**src/hw/cfg_bank_map.svh**
```systemverilog
// bit positions, masks, reset value and counts of the configuration word bank
`ifndef CFG_BANK_MAP_SVH
`define CFG_BANK_MAP_SVH

// ------------------------------------------------------------
// word values and masks
// ------------------------------------------------------------
`define CFG_DEFAULT     32'h0000_03FF
`define CFG_RSV_MASK    32'h0008_1000
`define CFG_HW_IGN_MASK 32'hFF80_0C00
`define CFG_UPPER_MASK  32'hFF00_0000

// ------------------------------------------------------------
// field positions
// ------------------------------------------------------------
`define CFG_EN_HI       31
`define CFG_EN_LO       29
`define CFG_RNG_HI      28
`define CFG_RNG_LO      26
`define CFG_REF_ON      25
`define CFG_BUF_OFF     24
`define CFG_ILV         23
`define CFG_NAP         22
`define CFG_DONE_MODE   21
`define CFG_DONE_POL    20
`define CFG_VREF        18
`define CFG_READBACK    17
`define CFG_FULL_UPD    16
`define CFG_SLP_HI      15
`define CFG_SLP_LO      13
`define CFG_CLK_SEL     11
`define CFG_CLK_EXP     10
`define CFG_TRIM_HI     9
`define CFG_TRIM_LO     0
`define CFG_UP_LO       24
`define CFG_LOW_HI      23

// ------------------------------------------------------------
// serial access and pin idle levels
// ------------------------------------------------------------
`define SER_LAST        5'h1F
`define SER_STEP        5'h01
`define PIN_IDLE        23'h70_0000

`endif

```
**src/hw/cfg_bank_pkg.sv**
```systemverilog
// types shared by the configuration word bank modules
`default_nettype none

package cfg_bank_pkg;

  // pins arriving from the host, all asynchronous to mclk
  typedef struct packed {
    logic        wr_n;       // parallel write strobe
    logic        cs_n;       // access select
    logic        sclk;       // serial shift clock
    logic        sdi;        // serial data in
    logic        hw_mode;    // 1 = hardware mode, 0 = software mode
    logic        ser_mode;   // 1 = serial port, 0 = parallel port
    logic        reset_pin;  // master reset, active high
    logic [15:0] par_data;   // parallel data bus
  } pins_t;

  // decoded effective settings for the converter core
  typedef struct packed {
    logic [2:0] pair_enable;
    logic [2:0] range_2x;
    logic       internal_ref_on;
    logic       ref_buffer_off;
    logic       interleaved_start;
    logic       auto_nap;
    logic       done_as_int;
    logic       done_active_low;
    logic       ref_3v;
    logic       full_config_update;
    logic [2:0] pair_sleep;
    logic       ext_conv_clock_sel;
    logic       conv_clock_export;
    logic [9:0] ref_trim_code;
  } config_ctrl_t;

  // parallel write pairing: upper half first, then lower half
  typedef enum logic {PAR_HIGH, PAR_LOW} par_state_t;

endpackage

`default_nettype wire

```
**src/hw/pin_sync.sv**
```systemverilog
// three-stage synchroniser with agreement filter for asynchronous pins
`default_nettype none
`timescale 1ns/1ps

module pin_sync #(
  parameter int         W   = 1,
  parameter logic [W-1:0] RST = '0
) (
  // clock, reset, freeze
  input  wire logic         mclk,
  input  wire logic         arst_n,
  input  wire logic         ce,
  // raw pins and filtered result
  input  wire logic [W-1:0] d,
  output logic      [W-1:0] q
);

  // ------------------------------------------------------------
  // one chain per bit
  // ------------------------------------------------------------
  genvar i;
  generate
    for (i = 0; i < W; i++) begin : g_bit
      logic [2:0] st_r;  // st_r[0] feeds only st_r[1]
      logic       q_r;   // accepted level
      // shift chain, accept once stages two and three agree
      always_ff @(posedge mclk or negedge arst_n) begin
        if (!arst_n) begin
          st_r <= {3{RST[i]}};
          q_r  <= RST[i];
        end else if (ce) begin
          st_r <= {st_r[1:0], d[i]};
          if (st_r[1] == st_r[2]) begin
            q_r <= st_r[2];
          end
        end
      end
      assign q[i] = q_r;
    end
  endgenerate

endmodule // pin_sync

`default_nettype wire

```
**src/hw/serial_port.sv**
```systemverilog
// 32-bit serial shifter: receives a word and shifts a word out per access
`default_nettype none
`timescale 1ns/1ps
`include "cfg_bank_map.svh"

module serial_port (
  // clock, reset, freeze
  input  wire logic        mclk,
  input  wire logic        arst_n,
  input  wire logic        ce,
  // access framing
  input  wire logic        clr,
  input  wire logic        start,
  input  wire logic        shift,
  // data
  input  wire logic        sdi,
  input  wire logic [31:0] load_word,
  output logic      [31:0] rx_word,
  output logic             done,
  output logic             sdo
);

  logic [4:0]  cnt_r;  // falling edges seen in this access
  logic [31:0] tx_r;   // outgoing word, msb first

  // ------------------------------------------------------------
  // edge counter and receive shifter
  // ------------------------------------------------------------
  always_ff @(posedge mclk or negedge arst_n) begin
    if (!arst_n) begin
      cnt_r   <= '0;
      rx_word <= '0;
      done    <= 1'b0;
    end else if (ce) begin
      done <= shift && !clr && !start && (cnt_r == `SER_LAST);
      if (clr || start) begin
        cnt_r <= '0;
      end else if (shift) begin
        cnt_r   <= cnt_r + `SER_STEP;
        rx_word <= {rx_word[30:0], sdi};
      end
    end
  end

  // ------------------------------------------------------------
  // transmit shifter, loaded at access start
  // ------------------------------------------------------------
  always_ff @(posedge mclk or negedge arst_n) begin
    if (!arst_n) begin
      tx_r <= '0;
    end else if (ce) begin
      if (clr) begin
        tx_r <= '0;
      end else if (start) begin
        tx_r <= load_word;
      end else if (shift) begin
        tx_r <= {tx_r[30:0], 1'b0};
      end
    end
  end

  assign sdo = tx_r[31];

endmodule // serial_port

`default_nettype wire

```
**src/hw/config_word_bank.sv**
```systemverilog
// configuration word bank: storage, write ports, readback and decoded settings
//
// Overview of operation
// - three bits enable pairs C, B, A
// - range bits: clear 4x reference, set 2x
// - internal reference on only when bit set
// - buffer bit active low, set turns buffers off
// - interleaved start bit, host also sets ext clock
// - auto nap enabled when its bit set
// - done pin busy when clear, interrupt when set
// - done pin active high clear, low set
// - reserved bits always kept and read zero
// - reference level 2.5 V clear, 3 V set
// - readback bit sends word on next access
// - serial: upper eight only unless full update
// - sleep bits power down pairs, host clears enable
// - clock select: internal clear, external set
// - export bit puts conversion clock on pin
// - ten-bit trim code in low bits, resets ones
// - hardware mode ignores listed software-only bits
// - apply at write rise or 32nd falling edge
// - reset loads default, aborts, channels sample
// - writes only in software mode, contents kept
`default_nettype none
`timescale 1ns/1ps
`include "cfg_bank_map.svh"

module config_word_bank (
  // clock, reset, freeze
  input  wire logic                      mclk,
  input  wire logic                      arst_n,
  input  wire logic                      ce,
  // host pins, asynchronous
  input  wire cfg_bank_pkg::pins_t       pins,
  // converter core, same clock
  input  wire logic [31:0]               result_word,
  input  wire logic                      conv_busy,
  input  wire logic                      conv_int,
  input  wire logic                      conv_clk_int,
  // device output pins
  output logic                           serial_out_line,
  output logic                           done_pin,
  output logic                           clk_pin_o,
  output logic                           clk_pin_oe,
  // settings and reset effects toward the core
  output cfg_bank_pkg::config_ctrl_t     ctrl,
  output logic [31:0]                    config_word,
  output logic                           abort_conv,
  output logic                           sample_all
);

  // ------------------------------------------------------------
  // declarations
  // ------------------------------------------------------------
  cfg_bank_pkg::pins_t        ps;          // filtered pins
  cfg_bank_pkg::par_state_t   par_st_r;    // parallel half pointer
  cfg_bank_pkg::config_ctrl_t ctrl_nxt;    // decoded settings
  logic [31:0] cfg_r;                      // the stored word
  logic [31:0] cfg_nxt;                    // next stored word
  logic [31:0] eff;                        // word as seen in current mode
  logic [31:0] load_word;                  // word to shift out
  logic [31:0] rx_word;                    // word shifted in
  logic [15:0] hi_r;                       // held upper half
  logic        wr_q;                       // strobe one cycle ago
  logic        sclk_q;                     // shift clock one cycle ago
  logic        cs_q;                       // select one cycle ago
  logic        rst_q;                      // reset pin one cycle ago
  logic        wr_rise;                    // strobe rising edge
  logic        sclk_fall;                  // shift clock falling edge
  logic        cs_fall;                    // access start
  logic        par_hit;                    // accepted parallel strobe
  logic        par_apply;                  // second half: commit
  logic        ser_start;                  // serial access begins
  logic        ser_shift;                  // serial bit boundary
  logic        ser_done;                   // 32nd falling edge seen
  logic        ser_apply;                  // serial commit
  logic        sw_mode;                    // software mode level
  logic        rst_s;                      // master reset level
  logic        done_src;                   // selected core event

  // ------------------------------------------------------------
  // pin synchronisers
  // ------------------------------------------------------------
  pin_sync #(
    .W   ($bits(cfg_bank_pkg::pins_t)),
    .RST (`PIN_IDLE)
  ) u_sync (
    .mclk   (mclk),
    .arst_n (arst_n),
    .ce     (ce),
    .d      (pins),
    .q      (ps)
  );

  // ------------------------------------------------------------
  // edge detection on filtered pins
  // ------------------------------------------------------------
  always_ff @(posedge mclk or negedge arst_n) begin
    if (!arst_n) begin
      wr_q   <= 1'b1;
      sclk_q <= 1'b1;
      cs_q   <= 1'b1;
      rst_q  <= 1'b0;
    end else if (ce) begin
      wr_q   <= ps.wr_n;
      sclk_q <= ps.sclk;
      cs_q   <= ps.cs_n;
      rst_q  <= ps.reset_pin;
    end
  end

  assign rst_s     = ps.reset_pin;
  assign sw_mode   = !ps.hw_mode;
  assign wr_rise   = ps.wr_n && !wr_q;
  assign sclk_fall = !ps.sclk && sclk_q;
  assign cs_fall   = !ps.cs_n && cs_q;
  // parallel strobe only counts in software mode on the parallel port
  assign par_hit   = wr_rise && !ps.cs_n && !ps.ser_mode && sw_mode && !rst_s;
  assign par_apply = par_hit && (par_st_r == cfg_bank_pkg::PAR_LOW);
  assign ser_start = cs_fall && ps.ser_mode;
  assign ser_shift = sclk_fall && !ps.cs_n && ps.ser_mode;
  assign ser_apply = ser_done && sw_mode && !rst_s;

  // ------------------------------------------------------------
  // parallel half pairing
  // ------------------------------------------------------------
  always_ff @(posedge mclk or negedge arst_n) begin
    if (!arst_n) begin
      par_st_r <= cfg_bank_pkg::PAR_HIGH;
      hi_r     <= '0;
    end else if (ce) begin
      if (rst_s || ps.cs_n) begin
        // deselect or reset drops a half-written word
        par_st_r <= cfg_bank_pkg::PAR_HIGH;
      end else if (par_hit) begin
        unique case (par_st_r)
          cfg_bank_pkg::PAR_HIGH: begin
            hi_r     <= ps.par_data;
            par_st_r <= cfg_bank_pkg::PAR_LOW;
          end
          cfg_bank_pkg::PAR_LOW: begin
            par_st_r <= cfg_bank_pkg::PAR_HIGH;
          end
        endcase
      end
    end
  end

  // ------------------------------------------------------------
  // serial port
  // ------------------------------------------------------------
  // readback bit picks the stored word instead of results
  assign load_word = cfg_r[`CFG_READBACK] ? cfg_r : result_word;

  serial_port u_ser (
    .mclk      (mclk),
    .arst_n    (arst_n),
    .ce        (ce),
    .clr       (rst_s),
    .start     (ser_start),
    .shift     (ser_shift),
    .sdi       (ps.sdi),
    .load_word (load_word),
    .rx_word   (rx_word),
    .done      (ser_done),
    .sdo       (serial_out_line)
  );

  // ------------------------------------------------------------
  // next stored word
  // ------------------------------------------------------------
  always_comb begin
    cfg_nxt = cfg_r;
    if (par_apply) begin
      // parallel commit at the strobe rise
      cfg_nxt = {hi_r, ps.par_data};
    end else if (ser_apply) begin
      if (rx_word[`CFG_FULL_UPD]) begin
        // full update: whole word
        cfg_nxt = rx_word;
      end else begin
        // partial update: upper eight bits only
        cfg_nxt = (rx_word & `CFG_UPPER_MASK) | (cfg_r & ~`CFG_UPPER_MASK);
      end
    end
    // reserved positions never hold a one
    cfg_nxt = cfg_nxt & ~`CFG_RSV_MASK;
  end

  // ------------------------------------------------------------
  // stored word
  // ------------------------------------------------------------
  always_ff @(posedge mclk or negedge arst_n) begin
    if (!arst_n) begin
      cfg_r <= `CFG_DEFAULT;
    end else if (ce) begin
      if (rst_s) begin
        cfg_r <= `CFG_DEFAULT;
      end else begin
        cfg_r <= cfg_nxt;
      end
    end
  end

  assign config_word = cfg_r;

  // ------------------------------------------------------------
  // effective word: hardware mode masks software-only fields
  // ------------------------------------------------------------
  assign eff = ps.hw_mode ? (cfg_r & ~`CFG_HW_IGN_MASK) : cfg_r;

  // ------------------------------------------------------------
  // decode of fields
  // ------------------------------------------------------------
  always_comb begin
    ctrl_nxt.pair_enable        = eff[`CFG_EN_HI:`CFG_EN_LO];
    ctrl_nxt.range_2x           = eff[`CFG_RNG_HI:`CFG_RNG_LO];
    ctrl_nxt.internal_ref_on    = eff[`CFG_REF_ON];
    ctrl_nxt.ref_buffer_off     = eff[`CFG_BUF_OFF];
    ctrl_nxt.interleaved_start  = eff[`CFG_ILV];
    ctrl_nxt.auto_nap           = eff[`CFG_NAP];
    ctrl_nxt.done_as_int        = eff[`CFG_DONE_MODE];
    ctrl_nxt.done_active_low    = eff[`CFG_DONE_POL];
    ctrl_nxt.ref_3v             = eff[`CFG_VREF];
    ctrl_nxt.full_config_update = eff[`CFG_FULL_UPD];
    ctrl_nxt.pair_sleep         = eff[`CFG_SLP_HI:`CFG_SLP_LO];
    ctrl_nxt.ext_conv_clock_sel = eff[`CFG_CLK_SEL];
    ctrl_nxt.conv_clock_export  = eff[`CFG_CLK_EXP];
    ctrl_nxt.ref_trim_code      = eff[`CFG_TRIM_HI:`CFG_TRIM_LO];
  end

  // registered settings toward the core
  always_ff @(posedge mclk or negedge arst_n) begin
    if (!arst_n) begin
      // decoded default word: trim code all ones, every other setting zero
      ctrl <= '{ref_trim_code: '1, default: '0};
    end else if (ce) begin
      ctrl <= ctrl_nxt;
    end
  end

  // ------------------------------------------------------------
  // shared done pin: mode and polarity
  // ------------------------------------------------------------
  assign done_src = cfg_r[`CFG_DONE_MODE] ? conv_int : conv_busy;

  always_ff @(posedge mclk or negedge arst_n) begin
    if (!arst_n) begin
      done_pin <= 1'b0;
    end else if (ce) begin
      done_pin <= done_src ^ cfg_r[`CFG_DONE_POL];
    end
  end

  // ------------------------------------------------------------
  // conversion clock export on the shared clock pin
  // ------------------------------------------------------------
  always_ff @(posedge mclk or negedge arst_n) begin
    if (!arst_n) begin
      clk_pin_o  <= 1'b0;
      clk_pin_oe <= 1'b0;
    end else if (ce) begin
      clk_pin_o  <= conv_clk_int;
      clk_pin_oe <= eff[`CFG_CLK_EXP];
    end
  end

  // ------------------------------------------------------------
  // master reset effects on the core
  // ------------------------------------------------------------
  always_ff @(posedge mclk or negedge arst_n) begin
    if (!arst_n) begin
      abort_conv <= 1'b1;
      sample_all <= 1'b1;
    end else if (ce) begin
      abort_conv <= rst_s && !rst_q;
      sample_all <= rst_s;
    end
  end
endmodule // config_word_bank

`default_nettype wire

```
**config.mk**
```make
export PLATFORM = sky130hd
export DESIGN_NAME = config_word_bank
export DESIGN_NICKNAME = d
export VERILOG_FILES = /design/src/hw/cfg_bank_pkg.sv /design/src/hw/pin_sync.sv /design/src/hw/serial_port.sv /design/src/hw/config_word_bank.sv
export VERILOG_INCLUDE_DIRS = /design/src /design/src/hw
export SDC_FILE = /design/constraint.sdc
export NUM_CORES = 1
export LEC_CHECK = 0
export ABC_CLOCK_PERIOD_IN_PS = 2280
export BUFFER_PORTS_ARGS = -buffer_cell sky130_fd_sc_hd__buf_2
export CORE_ASPECT_RATIO = 0.8
export CORE_MARGIN = 4
export CORE_UTILIZATION = 51
export DETAILED_ROUTE_END_ITERATION = 10
export PLACE_DENSITY = 0.82
export SETUP_SLACK_MARGIN = 0.15
export SYNTH_ARGS = -nofsm -noshare
export SYNTH_HDL_FRONTEND = slang
export SYNTH_SLANG_ARGS = --single-unit
```
**constraint.sdc**
```tcl
create_clock -name mclk -period 2.28 [get_ports mclk]
set_input_delay 0.114 -clock mclk [delete_from_list [all_inputs] [get_ports mclk]]
set_output_delay 0.114 -clock mclk [all_outputs]
set_load 0.005 [all_outputs]
```
======== Yosys cells after proc, flatten, opt, wreduce, memory -nomap -nowiden ========
Cells that the tools add are included.
Widths: inputs -> output; s select.
word-level totals
  flip-flop bits (word level) ............. 248
  bits of input ports ..................... 61
  output and inout port bits .............. 67
operators by class
  add/sub/neg operators ................... 1
  equal/unequal tests ..................... 24
  mux-type cells .......................... 15
  bitwise operators ....................... 5
  reductions and logical operators ........ 60
operators with widths
  operator             number
  $mux 32              9
  $reduce_and 2->1     27
  $or 32x24->32        1
  $eq 1x1->1           23
  $logic_and 1x1->1    17
  $mux 5               2
  $logic_not 1->1      8
  $reduce_bool 3->1    2
  $add 5x1->5 const B  1
  $eq 5x5->1 const B   1
  $reduce_and 4->1     1
  $reduce_bool 2->1    2
  $mux 1               3
  $not 1->1            3
  $reduce_and 3->1     1
  $logic_or 1x1->1     2
  $pmux 1 s2           1
  $xor 1x1->1          1

======== Depth between registers and ports, before layout ========
  depth after elaboration ................. 9
  depth in mapped cells ................... 7
  depth with buffers taken out ............ 5

======== By module ========
From an unflattened synthesis, not the netlist that was laid out.
unflattened totals
  cells, all modules ...................... 872
  area, all modules ....................... 11529.8 um^2
by module, submodules not included
  module            instances  cells an instance  area each (um^2)
  config_word_bank  1          368                4254.1
  pin_sync          1          266                4080.2
  serial_port       1          238                3195.6

======== Least setup slack after synthesis ========
OpenSTA, ideal clock, no wires.
  path type ............................... flip-flop to flip-flop
  start ................................... reg u_sync.g_bit[18].q_r
  end ..................................... reg hi_r[0]
  setup time .............................. 0.125 ns
  arrival time ............................ 1.775 ns
  path slack .............................. 0.380 ns
  stages on the path, launching flop included .. 6
  period minus slack after synthesis ...... 1.900 ns
  cells stage by stage .................... dfrtp_1 -> buf_6 -> or4b_4 -> nor3_4 -> buf_12 -> mux2_4
between the ends
  word-level cells in the longest chain between the ends .. 4
RTL lines
  element                            line                     text
  start: declaration                 pin_sync.sv:25           logic q_r;
  start signal: assignment           pin_sync.sv:30           q_r <= RST[i];
  start signal: assignment           pin_sync.sv:34           q_r <= st_r[2];
  $logic_not 1->1                    config_word_bank.sv:113  assign sw_mode = !ps.hw_mode;
  $logic_and 1x1->1 (2 in series)    config_word_bank.sv:118  assign par_hit = wr_rise && !ps.cs_n && !ps.ser_mode && sw_mode && !rst_s;
  $reduce_and 4->1 (no source line)  -
  end signal: assignment             config_word_bank.sv:138  hi_r <= ps.par_data;
  end: declaration                   config_word_bank.sv:63   logic [15:0] hi_r;
No other way between the ends.
A chain may end at the register's enable or synchronous reset.

======== Final worst setup path ========
  start ................................... reg u_sync.g_bit[18].q_r
  end ..................................... reg cfg_r[22], in the netlist config_word[22]
between the ends
  word-level cells in the longest chain between the ends .. 6
  elaborated cells between the ends (all ways) .. 10
  those cells by class .................... 2 x mux; 8 x reduce/logical
RTL lines
  element                                                               line                     text
  $logic_not 1->1 *                                                     config_word_bank.sv:113
  $logic_and 1x1->1 (2 in series)                                       config_word_bank.sv:118
  $logic_and 1x1->1                                                     config_word_bank.sv:119  assign par_apply = par_hit && (par_st_r == cfg_bank_pkg::PAR_LOW);
  $reduce_bool 3->1 (no source line) / $mux 32 (equally long branches)  -
  $reduce_and 2->1 (no source line) / $mux 32 (equally long branches)   -
  end signal: assignment                                                config_word_bank.sv:195  cfg_r <= `CFG_DEFAULT;
  end signal: assignment                                                config_word_bank.sv:198  cfg_r <= `CFG_DEFAULT;
  end signal: assignment                                                config_word_bank.sv:200  cfg_r <= cfg_nxt;
  end: declaration                                                      config_word_bank.sv:58   logic [31:0] cfg_r;
Every way passes the cells marked *; elsewhere a longest branch is shown, timed or not.

==> impl_metrics.csv <==
group,metric,value,unit
power,power.density,966.8,mW/mm^2
timing,setup_viol,0,
worst_setup_path,r2r_cells,5,
yosys,synthAdderAreaFrac,0.2364,%
clocking,clkSinkCount,245,
route,vias_per_cell,5.610,
hold_path,min_path_type,"primary input to flip-flop",
power,peakVddDrop,0.0005218,V
worst_setup_path,worstPathMaxFanout,14,
cells_and_area,syn_to_final_growth,18.83,%
timing,fin_tns_setup,0,ns
yosys,synth.cell_area,0.01059,mm^2
route,route.detailed.drc,0,
clocking,cts_resized,0,
route,num_vias,7024,
clocking,cts_buffer_depth,3,
yosys,ys.warnings.count,0,
yosys,synth-xor-area-share,0.1655,%
timing,tightest_slew,0.7542,ns
clocking,clk_pin_slew,0.06,ns
die,row_count,46,
yosys,synth_top_family_by_area,"multiplexers",
yosys,avgSynthCellArea,12.62,um^2
yosys,ys_types,48,
route,drtPass1Iterations,5,
placed_design,place.detailed.hpwl,15.23,mm
yosys,synth_edf_count,0,
route,ant_nets,0,
timing,layout_min_cycle_time,2.021,ns
worst_setup_path,crit_required,2.72,ns
timing,fmax,0.4948,GHz
yosys,synthMuxAreaShare,18.32,%
die,start_util,52.70,%
worst_setup_path,worst_setup_path_end_kind,"flip-flop",
timing,final_max_slew_viol_count,0,
yosys,ys_seq_area_share,58.35,%
worst_setup_path,critPathArrivalTime,2.46,ns
yosys,synthCells,839,
timing,period_share,88.64,%
grt,antenna_found_initial,0,
worst_setup_path,reg2reg_from,"u_sync.g_bit[18].q_r",
placed_design,place_congestion,0.8079,
die,die_w,169.1,um
worst_setup_path,crit_path_end,"config_word[22]",
die,die_h,136.9,um
yosys,synth-seq-cells,245,
die,dieArea,0.02314,mm^2
clocking,cts_inserted_buffers,25,
grt,grt_pass1_wl,37.07,mm
worst_setup_path,critPathKind,"flip-flop to flip-flop",
clocking,root_buffer,"clkbuf_16",
worst_setup_path,worstReg2RegEnd,"config_word[22]",
timing,whs,0.03740,ns
cells_and_area,diodes,0,
grt,grt_util_all_layers,19.68,%
route,totalWireLength,22.80,mm
clocking,cts_htree_levels,1,
timing,fin_skew,0.009025,ns
cells_and_area,drive_gt1_share,40.59,%
route,detail_route.wl_per_cell,18.21,um
die,core,0.02009,mm^2
cells_and_area,finalNetCount,1033,
yosys,synth_compound_area_share,11.98,%
die,pin_count,128,
worst_setup_path,cp-startpoint,"u_sync.g_bit[18].q_r",
yosys,synth-simple-area-share,6.016,%
placed_design,port_buffers,125,
grt,grt_max_degree,80,
route,drt_first_iter_violations,618,
timing,max_slew_margin,49.63,%
flow_run,maxCapViolCount,0,
worst_setup_path,rrSetupSlack,0.26,ns
clocking,insertion_delay,0.51,ns
power,leakagePower,0.005926,uW
outcome,outcome,"finished clean",
timing,hold_viol,0,
clocking,cts_tree,"yes",
yosys,synth_ff_type,"dfrtp_1",
yosys,async_reset_ff_share,100.0,%
grt,gr-total-overflow,0,
timing,rsz0062_at_grt,"yes",
grt,grt_pass1_vias,7019,
worst_setup_path,critPathLaunchType,"flip-flop",
[sequential cells by signal, summed over array words and instances, names as in the netlist]
signal             cells
abort_conv             1
hi_r                  15
sample_all             1
u_sync.g_bit.q_r      23
u_ser.rx_word         32
config_word           30
ctrl                  28
u_ser.done             1
u_ser.tx_r            32
u_sync.g_bit.st_r     69
clk_pin_oe             1
par_st_r               1
clk_pin_o              1
u_ser.cnt_r            5
sclk_q                 1
done_pin               1
cs_q                   1
wr_q                   1
rst_q                  1
[routing by layer]
layer  up-vias  global-route usage [%]  part of all wire [%]
met5         -                       0                     0
met4         0                   4.381                   1.9
met3        28                   3.523                   6.9
met2       218                   31.59                    46
met1      3575                   28.41                    45
li1       3203                       -                     -
[cell usage in the layout, fill, tap and decap left out, drive strengths merged, types with 3 or more instances in the layout]
cell         netlist  final
nor2b              4      4
bufinv             0      4
a21o              20     20
buf               41    147
dfstp             37     37
and3               3      3
clkbuf            31     33
o21ai             50     50
nand2             42     42
o22ai             12     12
nand3b            11     11
a22oi             31     31
nand2b            23     23
dlygate4sd3        0     28
inv               29     29
a21oi             58     58
clkinv             0      6
dfrtp            208    208
mux2             168    168
a22o              18     18
nor2              25     25
[stage by stage]
| stage | setup slack (ns) | utilization [%] | power [uW] | std cells | area (um^2) |
|---|---|---|---|---|---|
| after floorplan | 0.3798 | - | 7118 | 840 | 10590 |
| after global placement | 0.3642 | 56.75 | 7755 | 1177 | 11400 |
| after detailed placement | 0.2550 | 56.75 | 7901 | 1177 | 11400 |
| after CTS | 0.2468 | 62.49 | 12210 | 1250 | 12550 |
| after global routing | 0.08343 | 62.63 | 12760 | 1252 | 12580 |
| final | 0.2590 | 62.63 | 12160 | 1252 | 12580 |
[worst min-delay path by stage]
stage,from,to,slack [ns],cells after the start
floorplan,arst_n,clk_pin_o,-0.18,0
global placement,arst_n,u_ser.tx_r[31],0.04,1
detailed placement,arst_n,u_ser.tx_r[31],0.05,1
CTS,result_word[29],u_ser.tx_r[29],0.02,4
global route,ce,ctrl[26],0.04,2
finish,result_word[29],u_ser.tx_r[29],0.04,4
[worst max-delay path: stages, from the launching register on]
cell      delay, ns
dfrtp_1        0.45
buf_4          0.22
nand4b_1       0.26
a211oi_2       0.70
a22o_1         0.24
a21o_1         0.09
[layout make-up]
type                            count  area, um^2
Timing Repair Buffer              175        1175
Fill cell                        1481        7507
Inverter                           29       108.9
Clock buffer                       33       695.7
Tap cell                          264       330.3
Clock inverter                     12       176.4
Multi-Input combinational cell    494        3916
Sequential cell                   245        6177
[logic make-up (layout without fill, tap and decap cells)]
family / after synthesis / in the layout
DFF: 245 / 245
AOI/OAI and AO/OA: 200 / 200
muxes: 169 / 169
and+or+nand+nor: 119 / 119
buffers and inverters: 101 / 249
adders and majority gates: 2 / 2
xor gates and xnor gates: 2 / 2
other: 1 / 2
[power breakdown]
group	internal [uW]	switching [uW]
Clock	2610	1650
Combinational	1020	967
Sequential	5220	696
Total	8850	3320
[repair_timing]
| action | 4_1_cts | 5_1_grt |
|---|---|---|
| endpoints found under the setup margin | 0 | 11 |
| hold buffers | 28 | 0 |
| setup buffers | 0 | 2 |
| hold endpoints to repair | 215 | 0 |
[cell usage after synthesis, drive strengths merged (3+ instances only)]
cell,n,area (um^2)
dfstp,37,972.2
mux2,168,1929
nor2,25,93.84
nand2b,23,143.9
a21oi,58,290.3
buf,41,281.5
clkbuf,31,127.6
a22oi,31,232.7
a22o,18,157.7
o21ai,50,250.2
nand3b,11,82.58
nand2,42,157.7
and3,3,18.77
o22ai,12,75.07
dfrtp,208,5205
inv,29,108.9
a21o,20,150.1
nor2b,4,25.02
(Power assumes the default switching activity.)
